==> src/verilog/slsf_pkg.sv <==
// Package with offsets, field positions, codes and counts of the serial link status bank.
package slsf_pkg;
   // Clock and timeout unit.
   localparam int unsigned CLK_HZ = 20_000_000;
   localparam int unsigned TO_UNIT_MS = 10;
   localparam int unsigned TO_UNIT_CYCLES = CLK_HZ / 1000 * TO_UNIT_MS;

   // Register byte offsets; per-channel registers sit one word apart.
   localparam logic [7:0] OFF_CTRL = 8'h00;
   localparam logic [7:0] OFF_STATUS = 8'h04;
   localparam logic [7:0] OFF_CODE = 8'h08;
   localparam logic [7:0] OFF_COUNT = 8'h10;
   localparam logic [7:0] OFF_TMO = 8'h18;
   localparam logic [7:0] OFF_FMT = 8'h20;
   localparam logic [7:0] OFF_STN = 8'h28;
   localparam logic [7:0] OFF_INT_ST = 8'h30;
   localparam logic [7:0] OFF_INT_MASK = 8'h34;

   // Control register fields.
   localparam int CTRL_KEEP = 0;
   localparam int CTRL_UNIT = 1;
   localparam int CTRL_START = 4;

   // Status register fields, one bit per channel from each base.
   localparam int ST_COMM_ERR = 0;
   localparam int ST_GLOBAL = 2;
   localparam int ST_BUSY = 4;
   localparam int ST_OD_ERR = 6;

   // Interrupt event fields, four per channel.
   localparam int IEV_COMM_ERR = 0;
   localparam int IEV_GLOBAL = 1;
   localparam int IEV_OD_DONE = 2;
   localparam int IEV_OD_ERR = 3;

   // Error codes are the decimal figures 6301, 6305, 6306, 3801, 3805, 3806.
   localparam logic [15:0] ERR_PAR_CH1 = 16'h189d;
   localparam logic [15:0] ERR_CMD_CH1 = 16'h18a1;
   localparam logic [15:0] ERR_TMO_CH1 = 16'h18a2;
   localparam logic [15:0] ERR_PAR_CH2 = 16'h0ed9;
   localparam logic [15:0] ERR_CMD_CH2 = 16'h0edd;
   localparam logic [15:0] ERR_TMO_CH2 = 16'h0ede;

   // Largest on-demand item count accepted.
   localparam logic [15:0] OD_MAX_ITEMS = 16'h0040;

   typedef struct packed {
      logic ack;
      logic [31:0] rdat;
      logic keep;
      logic [1:0] unit_byte;
      logic [1:0] comm_err;
      logic [1:0][15:0] code;
      logic [1:0] gflag;
      logic [1:0] busy;
      logic [1:0] od_err;
      logic [1:0][15:0] od_count;
      logic [1:0][15:0] od_left;
      logic [1:0][15:0] tmo_set;
      logic [1:0][15:0] fmt;
      logic [1:0][15:0] stn;
      logic [1:0] rx_active;
      logic [1:0][31:0] pre;
      logic [1:0][15:0] units;
      logic [1:0] seq_rst;
      logic [7:0] int_st;
      logic [7:0] int_mask;
      logic irq;
      logic run_q;
      logic pwr_q;
   } slsf_state_s;
endpackage

==> src/verilog/slsf_top.sv <==
// Two-channel link status bank: error flags and codes, global flag, on-demand control.
// Operation
// - Per-channel sticky communication error flag.
// - Error flag set stores matching error code.
// - Error flag clears only on STOP to RUN.
// - Keep bit preserves format and station settings.
// - Global write command sets or clears global flag.
// - Global flag clears on power loss or STOP.
// - Busy set on send request, cleared when done.
// - Invalid data count sets on-demand error flag.
// - On-demand error blocks sending until cleared.
// - Unit bit: set bytes, clear words.
// - Word mode: one register per item.
// - Byte mode: registers are items halved, rounded up.
// - Line errors record 6301 or 3801.
// - Station FF non-global command records 6305 or 3805.
// - Receive timeout resets sequence, records 6306/3806.
// - Clearing flag keeps code; STOP to RUN clears.
//
// Decided for this implementation: the Wishbone register port and the address map.
module slsf_top #(
   parameter int unsigned TO_UNIT_CYCLES = slsf_pkg::TO_UNIT_CYCLES,
   parameter bit NEED_KEEP = 1'b1,
   parameter logic [15:0] MAX_ITEMS = slsf_pkg::OD_MAX_ITEMS
) (
   // Clock and reset
   input wire logic clk_i,
   input wire logic reset_n_i,
   // Wishbone slave
   input wire logic wb_cyc_i,
   input wire logic wb_stb_i,
   input wire logic wb_we_i,
   input wire logic [7:0] wb_adr_i,
   input wire logic [3:0] wb_sel_i,
   input wire logic [31:0] wb_dat_i,
   output logic [31:0] wb_dat_o,
   output logic wb_ack_o,
   // Controller mode
   input wire logic run_mode_i,
   input wire logic power_ok_i,
   // Receive side events, one bit per channel
   input wire logic [1:0] rx_char_i,
   input wire logic [1:0] rx_err_i,
   input wire logic [1:0] frame_done_i,
   input wire logic [1:0] station_ff_i,
   input wire logic [1:0] cmd_gw_i,
   input wire logic [1:0] gw_value_i,
   // On-demand transmit side and receive sequence reset
   input wire logic [1:0] tx_reg_done_i,
   output logic [1:0] ondemand_req_o,
   output logic [1:0] ondemand_byte_o,
   output logic [1:0][15:0] ondemand_regs_o,
   output logic [1:0] rx_seq_reset_o,
   // Interrupt
   output logic irq_o
);
   import slsf_pkg::*;

   slsf_state_s r_ff;
   slsf_state_s nxt_r;
   logic [1:0] start_ok;
   logic [1:0] ev_tmo;

   function automatic logic [15:0] merge16(input logic [15:0] old, input logic [31:0] d,
                                           input logic [3:0] sel);
      logic [15:0] m;
      m = old;
      if (sel[0]) begin
         m[7:0] = d[7:0];
      end
      if (sel[1]) begin
         m[15:8] = d[15:8];
      end
      return m;
   endfunction

   function automatic logic [15:0] err_code(input logic ch, input logic [1:0] kind);
      logic [15:0] v;
      v = 16'h0000;
      case (kind)
         2'h0: v = ch ? ERR_PAR_CH2 : ERR_PAR_CH1;
         2'h1: v = ch ? ERR_CMD_CH2 : ERR_CMD_CH1;
         default: v = ch ? ERR_TMO_CH2 : ERR_TMO_CH1;
      endcase
      return v;
   endfunction

   function automatic logic [7:0] ch_off(input logic [7:0] base, input logic ch);
      return base + {5'h00, ch, 2'h0};
   endfunction

   logic wr_en;
   logic [7:0] wa;
   assign wr_en = wb_cyc_i & wb_stb_i & wb_we_i & r_ff.ack;
   assign wa = {wb_adr_i[7:2], 2'h0};

   always_comb begin
      logic stop_to_run;
      logic run_to_stop;
      logic pwr_lost;
      logic ev_par;
      logic ev_cmd;
      logic ev_gw;
      logic [16:0] half;
      logic [7:0] iev;
      logic [15:0] cnt;
      stop_to_run = 1'b0;
      run_to_stop = 1'b0;
      pwr_lost = 1'b0;
      ev_par = 1'b0;
      ev_cmd = 1'b0;
      ev_gw = 1'b0;
      half = 17'h00000;
      iev = 8'h00;
      cnt = 16'h0000;
      nxt_r = r_ff;
      start_ok = 2'h0;
      ev_tmo = 2'h0;
      stop_to_run = run_mode_i & ~r_ff.run_q;
      run_to_stop = ~run_mode_i & r_ff.run_q;
      pwr_lost = ~power_ok_i & r_ff.pwr_q;
      nxt_r.run_q = run_mode_i;
      nxt_r.pwr_q = power_ok_i;

      // A write takes effect at the edge where the master sees ack high.
      nxt_r.ack = wb_cyc_i & wb_stb_i & ~r_ff.ack;
      if (wr_en && wa == OFF_CTRL) begin
         nxt_r.keep = wb_dat_i[CTRL_KEEP];
         nxt_r.unit_byte = wb_dat_i[CTRL_UNIT +: 2];
      end
      if (wr_en && wa == OFF_INT_MASK) begin
         nxt_r.int_mask = wb_dat_i[7:0];
      end

      for (int c = 0; c < 2; c++) begin
         ev_par = rx_err_i[c];
         ev_cmd = frame_done_i[c] & station_ff_i[c] & ~cmd_gw_i[c];
         ev_gw = frame_done_i[c] & station_ff_i[c] & cmd_gw_i[c];

         // Receive timeout: prescaled unit counter, restarted per character.
         if (rx_char_i[c]) begin
            nxt_r.rx_active[c] = 1'b1;
            nxt_r.pre[c] = 32'h00000000;
            nxt_r.units[c] = 16'h0000;
         end else if (frame_done_i[c]) begin
            nxt_r.rx_active[c] = 1'b0;
         end else if (r_ff.rx_active[c] && r_ff.tmo_set[c] != 16'h0000) begin
            if (r_ff.pre[c] == TO_UNIT_CYCLES - 1) begin
               nxt_r.pre[c] = 32'h00000000;
               nxt_r.units[c] = r_ff.units[c] + 16'h0001;
               if (r_ff.units[c] + 16'h0001 == r_ff.tmo_set[c]) begin
                  ev_tmo[c] = 1'b1;
                  nxt_r.rx_active[c] = 1'b0;
               end
            end else begin
               nxt_r.pre[c] = r_ff.pre[c] + 32'h00000001;
            end
         end
         nxt_r.seq_rst[c] = ev_tmo[c];

         // Flag and code survive recovery; only STOP to RUN clears them.
         if (stop_to_run) begin
            nxt_r.comm_err[c] = 1'b0;
            nxt_r.code[c] = 16'h0000;
         end
         // A new error in the same cycle as the clear wins.
         if (ev_par || ev_cmd || ev_tmo[c]) begin
            nxt_r.comm_err[c] = 1'b1;
            iev[c*4+IEV_COMM_ERR] = 1'b1;
            if (ev_par) begin
               nxt_r.code[c] = err_code(c[0], 2'h0);
            end else if (ev_cmd) begin
               nxt_r.code[c] = err_code(c[0], 2'h1);
            end else begin
               nxt_r.code[c] = err_code(c[0], 2'h2);
            end
         end

         if (run_to_stop || pwr_lost) begin
            nxt_r.gflag[c] = 1'b0;
         end
         if (ev_gw) begin
            nxt_r.gflag[c] = gw_value_i[c];
            iev[c*4+IEV_GLOBAL] = 1'b1;
         end

         // Settings are lost on power removal unless kept.
         if (pwr_lost && NEED_KEEP && !r_ff.keep) begin
            nxt_r.fmt[c] = 16'h0000;
            nxt_r.stn[c] = 16'h0000;
         end

         if (wr_en) begin
            if (wa == ch_off(OFF_COUNT, c[0])) begin
               nxt_r.od_count[c] = merge16(r_ff.od_count[c], wb_dat_i, wb_sel_i);
            end
            if (wa == ch_off(OFF_TMO, c[0])) begin
               nxt_r.tmo_set[c] = merge16(r_ff.tmo_set[c], wb_dat_i, wb_sel_i);
            end
            if (wa == ch_off(OFF_FMT, c[0])) begin
               nxt_r.fmt[c] = merge16(r_ff.fmt[c], wb_dat_i, wb_sel_i);
            end
            if (wa == ch_off(OFF_STN, c[0])) begin
               nxt_r.stn[c] = merge16(r_ff.stn[c], wb_dat_i, wb_sel_i);
            end
            if (wa == OFF_STATUS && wb_dat_i[ST_OD_ERR+c]) begin
               nxt_r.od_err[c] = 1'b0;
            end
         end

         // On-demand transfer: count registers down as the sender takes them.
         if (r_ff.busy[c] && tx_reg_done_i[c]) begin
            nxt_r.od_left[c] = r_ff.od_left[c] - 16'h0001;
            if (r_ff.od_left[c] == 16'h0001) begin
               nxt_r.busy[c] = 1'b0;
               iev[c*4+IEV_OD_DONE] = 1'b1;
            end
         end
         // A request while busy or while the error flag stands is dropped.
         if (wr_en && wa == OFF_CTRL && wb_dat_i[CTRL_START+c] && !r_ff.busy[c]
             && !r_ff.od_err[c]) begin
            cnt = r_ff.od_count[c];
            if (cnt == 16'h0000 || cnt > MAX_ITEMS) begin
               nxt_r.od_err[c] = 1'b1;
               iev[c*4+IEV_OD_ERR] = 1'b1;
            end else begin
               start_ok[c] = 1'b1;
               nxt_r.busy[c] = 1'b1;
               half = ({1'b0, cnt} + 17'h00001) >> 1;
               if (nxt_r.unit_byte[c]) begin
                  nxt_r.od_left[c] = half[15:0];
               end else begin
                  nxt_r.od_left[c] = cnt;
               end
            end
         end
      end

      if (wr_en && wa == OFF_INT_ST) begin
         nxt_r.int_st = r_ff.int_st & ~wb_dat_i[7:0];
      end
      nxt_r.int_st = nxt_r.int_st | iev;
      nxt_r.irq = |(nxt_r.int_st & nxt_r.int_mask);

      // Read data is latched with ack; unmapped addresses read zero.
      nxt_r.rdat = 32'h00000000;
      case (wa)
         OFF_CTRL: nxt_r.rdat = {29'h00000000, r_ff.unit_byte, r_ff.keep};
         OFF_STATUS: nxt_r.rdat = {24'h000000, r_ff.od_err, r_ff.busy, r_ff.gflag,
                                   r_ff.comm_err};
         OFF_CODE: nxt_r.rdat = {16'h0000, r_ff.code[0]};
         OFF_CODE + 8'h04: nxt_r.rdat = {16'h0000, r_ff.code[1]};
         OFF_COUNT: nxt_r.rdat = {16'h0000, r_ff.od_count[0]};
         OFF_COUNT + 8'h04: nxt_r.rdat = {16'h0000, r_ff.od_count[1]};
         OFF_TMO: nxt_r.rdat = {16'h0000, r_ff.tmo_set[0]};
         OFF_TMO + 8'h04: nxt_r.rdat = {16'h0000, r_ff.tmo_set[1]};
         OFF_FMT: nxt_r.rdat = {16'h0000, r_ff.fmt[0]};
         OFF_FMT + 8'h04: nxt_r.rdat = {16'h0000, r_ff.fmt[1]};
         OFF_STN: nxt_r.rdat = {16'h0000, r_ff.stn[0]};
         OFF_STN + 8'h04: nxt_r.rdat = {16'h0000, r_ff.stn[1]};
         OFF_INT_ST: nxt_r.rdat = {24'h000000, r_ff.int_st};
         OFF_INT_MASK: nxt_r.rdat = {24'h000000, r_ff.int_mask};
         default: nxt_r.rdat = 32'h00000000;
      endcase
      if (!(wb_cyc_i && wb_stb_i && !wb_we_i && !r_ff.ack)) begin
         nxt_r.rdat = r_ff.rdat;
      end
   end

   always_ff @(posedge clk_i or negedge reset_n_i) begin
      if (!reset_n_i) begin
         r_ff <= '0;
      end else begin
         r_ff <= nxt_r;
      end
   end

   assign wb_dat_o = r_ff.rdat;
   assign wb_ack_o = r_ff.ack;
   assign ondemand_req_o = r_ff.busy;
   assign ondemand_byte_o = r_ff.unit_byte;
   assign ondemand_regs_o = r_ff.od_left;
   assign rx_seq_reset_o = r_ff.seq_rst;
   assign irq_o = r_ff.irq;
endmodule

==> config.mk <==
export PLATFORM = sky130hd
export DESIGN_NAME = slsf_top
export DESIGN_NICKNAME = d
export VERILOG_FILES = /design/src/verilog/slsf_pkg.sv /design/src/verilog/slsf_top.sv
export SDC_FILE = /design/constraint.sdc
export NUM_CORES = 1
export LEC_CHECK = 0
export BUFFER_PORTS_ARGS = -buffer_cell sky130_fd_sc_hd__buf_2
export CORE_AREA = 2 2 178 180
export CTS_CLUSTER_SIZE = 25
export DETAILED_ROUTE_END_ITERATION = 16
export DIE_AREA = 0 0 180 182
export GPL_TIMING_DRIVEN = 0
export PLACE_DENSITY = 0.77
export SETUP_SLACK_MARGIN = 0.15
export SYNTH_ARGS = -nofsm -noshare
export SYNTH_HDL_FRONTEND = slang
export SYNTH_SLANG_ARGS = --single-unit
==> constraint.sdc <==
create_clock -name clk_i -period 5 [get_ports clk_i]
set_clock_uncertainty 0.1 [all_clocks]
set_input_delay 1.5 -clock clk_i [delete_from_list [all_inputs] [get_ports clk_i]]
set_output_delay 1.5 -clock clk_i [all_outputs]
set_load 0.05 [all_outputs]
==> results.sh <==
export IMPL_peakVddDrop_mv=0.167
export IMPL_synth_top_family_by_area="simple AND/OR/NAND/NOR gates"
export IMPL_hold_path_class="register to register"
export IMPL_die_w_um=180
export IMPL_first_global_vias=13548
export IMPL_synth_seq_cells=314
export IMPL_synthSimpleGateAreaFrac_pct=18.0
export IMPL_gp_congestion=0.932
export IMPL_overflow=0
export IMPL_relSlewSlack_pct=13.7
export IMPL_hold_viol=0
export IMPL_timing_setup_tns_ns=0
export IMPL_dieArea_mm2=0.0328
export IMPL_cts_made_buffers=36
export IMPL_grt_max_degree=92
export IMPL_top_layer="met4"
export IMPL_comb_power_share_pct=5.4
export IMPL_area_growth_pct=14.0
export IMPL_cp_num_cells=9
export IMPL_fp_coreArea_mm2=0.0310
export IMPL_yosysSeqAreaShare_pct=46.9
export IMPL_worst_skew_pair_late_latency_ns=0.52
export IMPL_syn_area_mm2=0.0168
export IMPL_wl_met1_um=18200
export IMPL_swShare_pct=23.1
export IMPL_whs_path_depth=1
export IMPL_reg2reg_slack_ns=1.40
export IMPL_synth_async_reset_ratio_pct=100
export IMPL_outcome="finished clean"
export IMPL_regArea_mm2=0.00786
export IMPL_preCtsSetupSlack_ns=-0.199
export IMPL_reg2reg_from="r_ff[105]"
export IMPL_r2r_cells=8
export IMPL_total_leakage_power_nw=8.87
export IMPL_synth_compound_area_share_pct=13.4
export IMPL_tightest_slew_ns=1.29
export IMPL_crit_chain="clkbuf_1 -> nor4_2 -> nand3_1 -> nor4b_1 -> inv_1 -> nor2_1 -> clkbuf_1 -> o21ai_0 -> o21ai_0"
export IMPL_routed_wl_um=44700
export IMPL_crit_family="simple AND/OR/NAND/NOR gates"
export IMPL_synth_edff_count=0
export IMPL_slew_viol_final=0
export IMPL_drt_iter0_drc=1521
export IMPL_crit_required_ns=5.33
export IMPL_cp_start_kind="input pin"
export IMPL_internal_power_w=0.00423
export IMPL_p_total_w=0.00550
export IMPL_die_h_um=182
export IMPL_rsz0062_at_grt="false"
export IMPL_ctsHtreeMaxLevel=2
export IMPL_route_met3_wl_um=3510
export IMPL_hold_end="wb_dat_o[15]"
export IMPL_yosysWarnings=0
export IMPL_clk_pin_slew_ns=0.05
export IMPL_hp_start="wb_dat_o[15]"
export IMPL_syn_area_per_cell_um2=9.84
export IMPL_vias_per_cell=6.10
export IMPL_ys_types=68
export IMPL_multi_input_area_mm2=0.00801
export IMPL_start_util_pct=54.1
export IMPL_finalWorstSetupSlack_ns=0.610
export IMPL_layout_min_cycle_time_ns=4.39
export IMPL_cts_buffer_depth=3
export IMPL_path_buf_inv=3
export IMPL_wire_per_inst_um=19.6
export IMPL_pwr_share_clk_pct=47.8
export IMPL_synth_xor_area_share_pct=7.47
export IMPL_ant_nets=0
export IMPL_wl_met2_um=20800
export IMPL_ys_flop_type="dfrtp_1"
export IMPL_p_sw_w=0.00127
export IMPL_drc=0
export IMPL_fin_crit_sh_pct=87.8
export IMPL_crit_arrival_ns=4.72
export IMPL_max_cap_violations=0
export IMPL_io_buffers=97
export IMPL_cts_sinks=314
export IMPL_pin_count=137
export IMPL_num_rows=65
export IMPL_cts_root_buf="clkbuf_16"
export IMPL_grt_pass1_wl_um=71400
export IMPL_gr_usage_all_layers_pct=27.0
export IMPL_p_seq_share_pct=46.7
export IMPL_holdBufCountCts=0
export IMPL_fmaxAchievable_mhz=228
export IMPL_dr_pass1_iters=7
export IMPL_end_kind="register"
export IMPL_cp_slowest_stage_delay_ns=0.77
export IMPL_nets=1934
export IMPL_dr_total_vias=13943
export IMPL_syn_inst=1704
export IMPL_slowest_stage="nor4_2"
export IMPL_antenna_found_initial=2
export IMPL_synthMuxAreaShare_pct=7.55
export IMPL_setup_viol=0
export IMPL_final_fill_count=2509
export IMPL_cts_tree="done"
export IMPL_dpl_hpwl_um=32400
export IMPL_crit_type="input pin to register"
export IMPL_p_per_area_mw_per_mm2=288
export IMPL_synthAdderAreaFrac_pct=0.895
export IMPL_drive_gt1_share_pct=17.2
export IMPL_rr_endpoint="irq_o"
export IMPL_crit_fanout=10
-- through the flow --
| step | cell area [µm²] | hold slack, ns | instances | util (%) |
|---|---|---|---|---|
| 3_5_place_dp | 17900 | 0.367 | 2221 | 57.8 |
| 6_report | 19100 | 0.374 | 2286 | 61.7 |
| 4_1_cts | 19100 | 0.380 | 2284 | 61.7 |
| 3_3_place_gp | 17800 | 0.360 | 2218 | 57.5 |
| 5_1_grt | 19100 | 0.387 | 2285 | 61.7 |
| 2_1_floorplan | 16800 | 0.349 | 1719 | - |
-- how the worst max path moves through the flow --
stage | from | to | slack, ns
after floorplan | wb_adr_i[4] | ondemand_regs_o[5] | 0.97
after global placement | reset_n_i | ondemand_regs_o[12] | -3.54
after detailed placement | wb_adr_i[4] | ondemand_regs_o[3] | -0.20
after CTS | wb_adr_i[4] | ondemand_regs_o[3] | 0.32
after global routing | wb_adr_i[4] | ondemand_regs_o[5] | 0.52
final | wb_adr_i[4] | ondemand_regs_o[5] | 0.61
-- power by group through the flow --
stage / registers (W) / logic, W / clock network [W]
5_1_grt: 0.00257 / 0.000324 / 0.00277
6_report: 0.00257 / 0.000299 / 0.00263
3_3_place_gp: 0.00262 / 0.000280 / 0
4_1_cts: 0.00257 / 0.000295 / 0.00266
3_5_place_dp: 0.00262 / 0.000294 / 0
2_1_floorplan: 0.00262 / 0.000148 / 0
-- cell usage in the layout, fill, tap and decap left out, drive strengths merged, types with 5 or more instances in the layout --
cell	synthesis	layout
and2	10	10
a21o	14	14
nor4b	8	8
nor4	38	38
dfrtp	314	314
or2	6	6
nand2	145	145
conb	1	16
a222oi	10	10
xnor2	59	59
nor3	36	36
o31ai	5	5
and3	26	26
nand2b	16	16
o21ai	60	60
nand4	40	40
a22o	71	71
and4	8	8
nor2	174	174
ha	12	12
xor2	84	84
or4	8	8
mux4	9	9
a22oi	26	26
buf	84	184
nor2b	9	9
clkbuf	65	121
a21oi	62	62
or3	17	17
mux2i	23	23
mux2	74	74
inv	40	42
a31oi	20	20
a211oi	8	8
nand3	65	65
-- state kept, by name (all words and copies together), names as in the netlist --
| signal | count |
|---|---|
| irq_o | 1 |
| ondemand_byte_o | 2 |
| ondemand_regs_o | 32 |
| ondemand_req_o | 2 |
| r_ff | 258 |
| rx_seq_reset_o | 2 |
| wb_ack_o | 1 |
| wb_dat_o | 16 |
-- final cells by class --
cell class	instances	area share [%]
clock buffer	56	5.90
tap	402	2.63
antenna	2	0.0262
sequential	314	41.1
inverter	40	0.785
buffer	149	4.31
timing repair buffer	100	3.02
clock inverter	7	0.366
multi-input combinational	1216	41.9
-- routing by layer --
metal | vias up | track usage (%)
met4 | 0 | 13.0
met3 | 133 | 4.91
met1 | 6783 | 35.5
met5 | - | 0
met2 | 670 | 43.5
li1 | 6357 | -
-- cells by family (layout without fill, tap and decap cells) --
family	Yosys count	after routing
and+or+nand+nor	618	618
AOI/OAI and AO/OA	321	321
DFF	314	314
buffers and inverters	189	352
xor gates and xnor gates	143	143
muxes	106	106
adders and majority gates	12	12
other	1	18
-- timing repair --
item | CTS | global route
endpoints found under the setup margin | 0 | 15
setup buffers | 0 | 0
resized for setup | 0 | 1
-- synth_stat cells (all sizes together), types with 9 or more instances --
cell type	instances	area, µm²
a21o	14	105
mux2i	23	230
nor2b	9	56.3
a22o	71	622
xor2	84	736
xnor2	59	517
buf	84	579
mux4	9	203
or3	17	106
nand2b	16	100
inv	40	150
nand4	40	250
ha	12	150
nor4	38	238
nand3	65	325
nor2	174	653
nand2	145	544
clkbuf	65	244
dfrtp	314	7860
a22oi	26	195
a222oi	10	100
o21ai	60	300
and2	10	62.6
and3	26	163
a31oi	20	125
nor3	36	180
a21oi	62	310
mux2	74	833
Note: power is estimated with default switching activity, not from simulation.
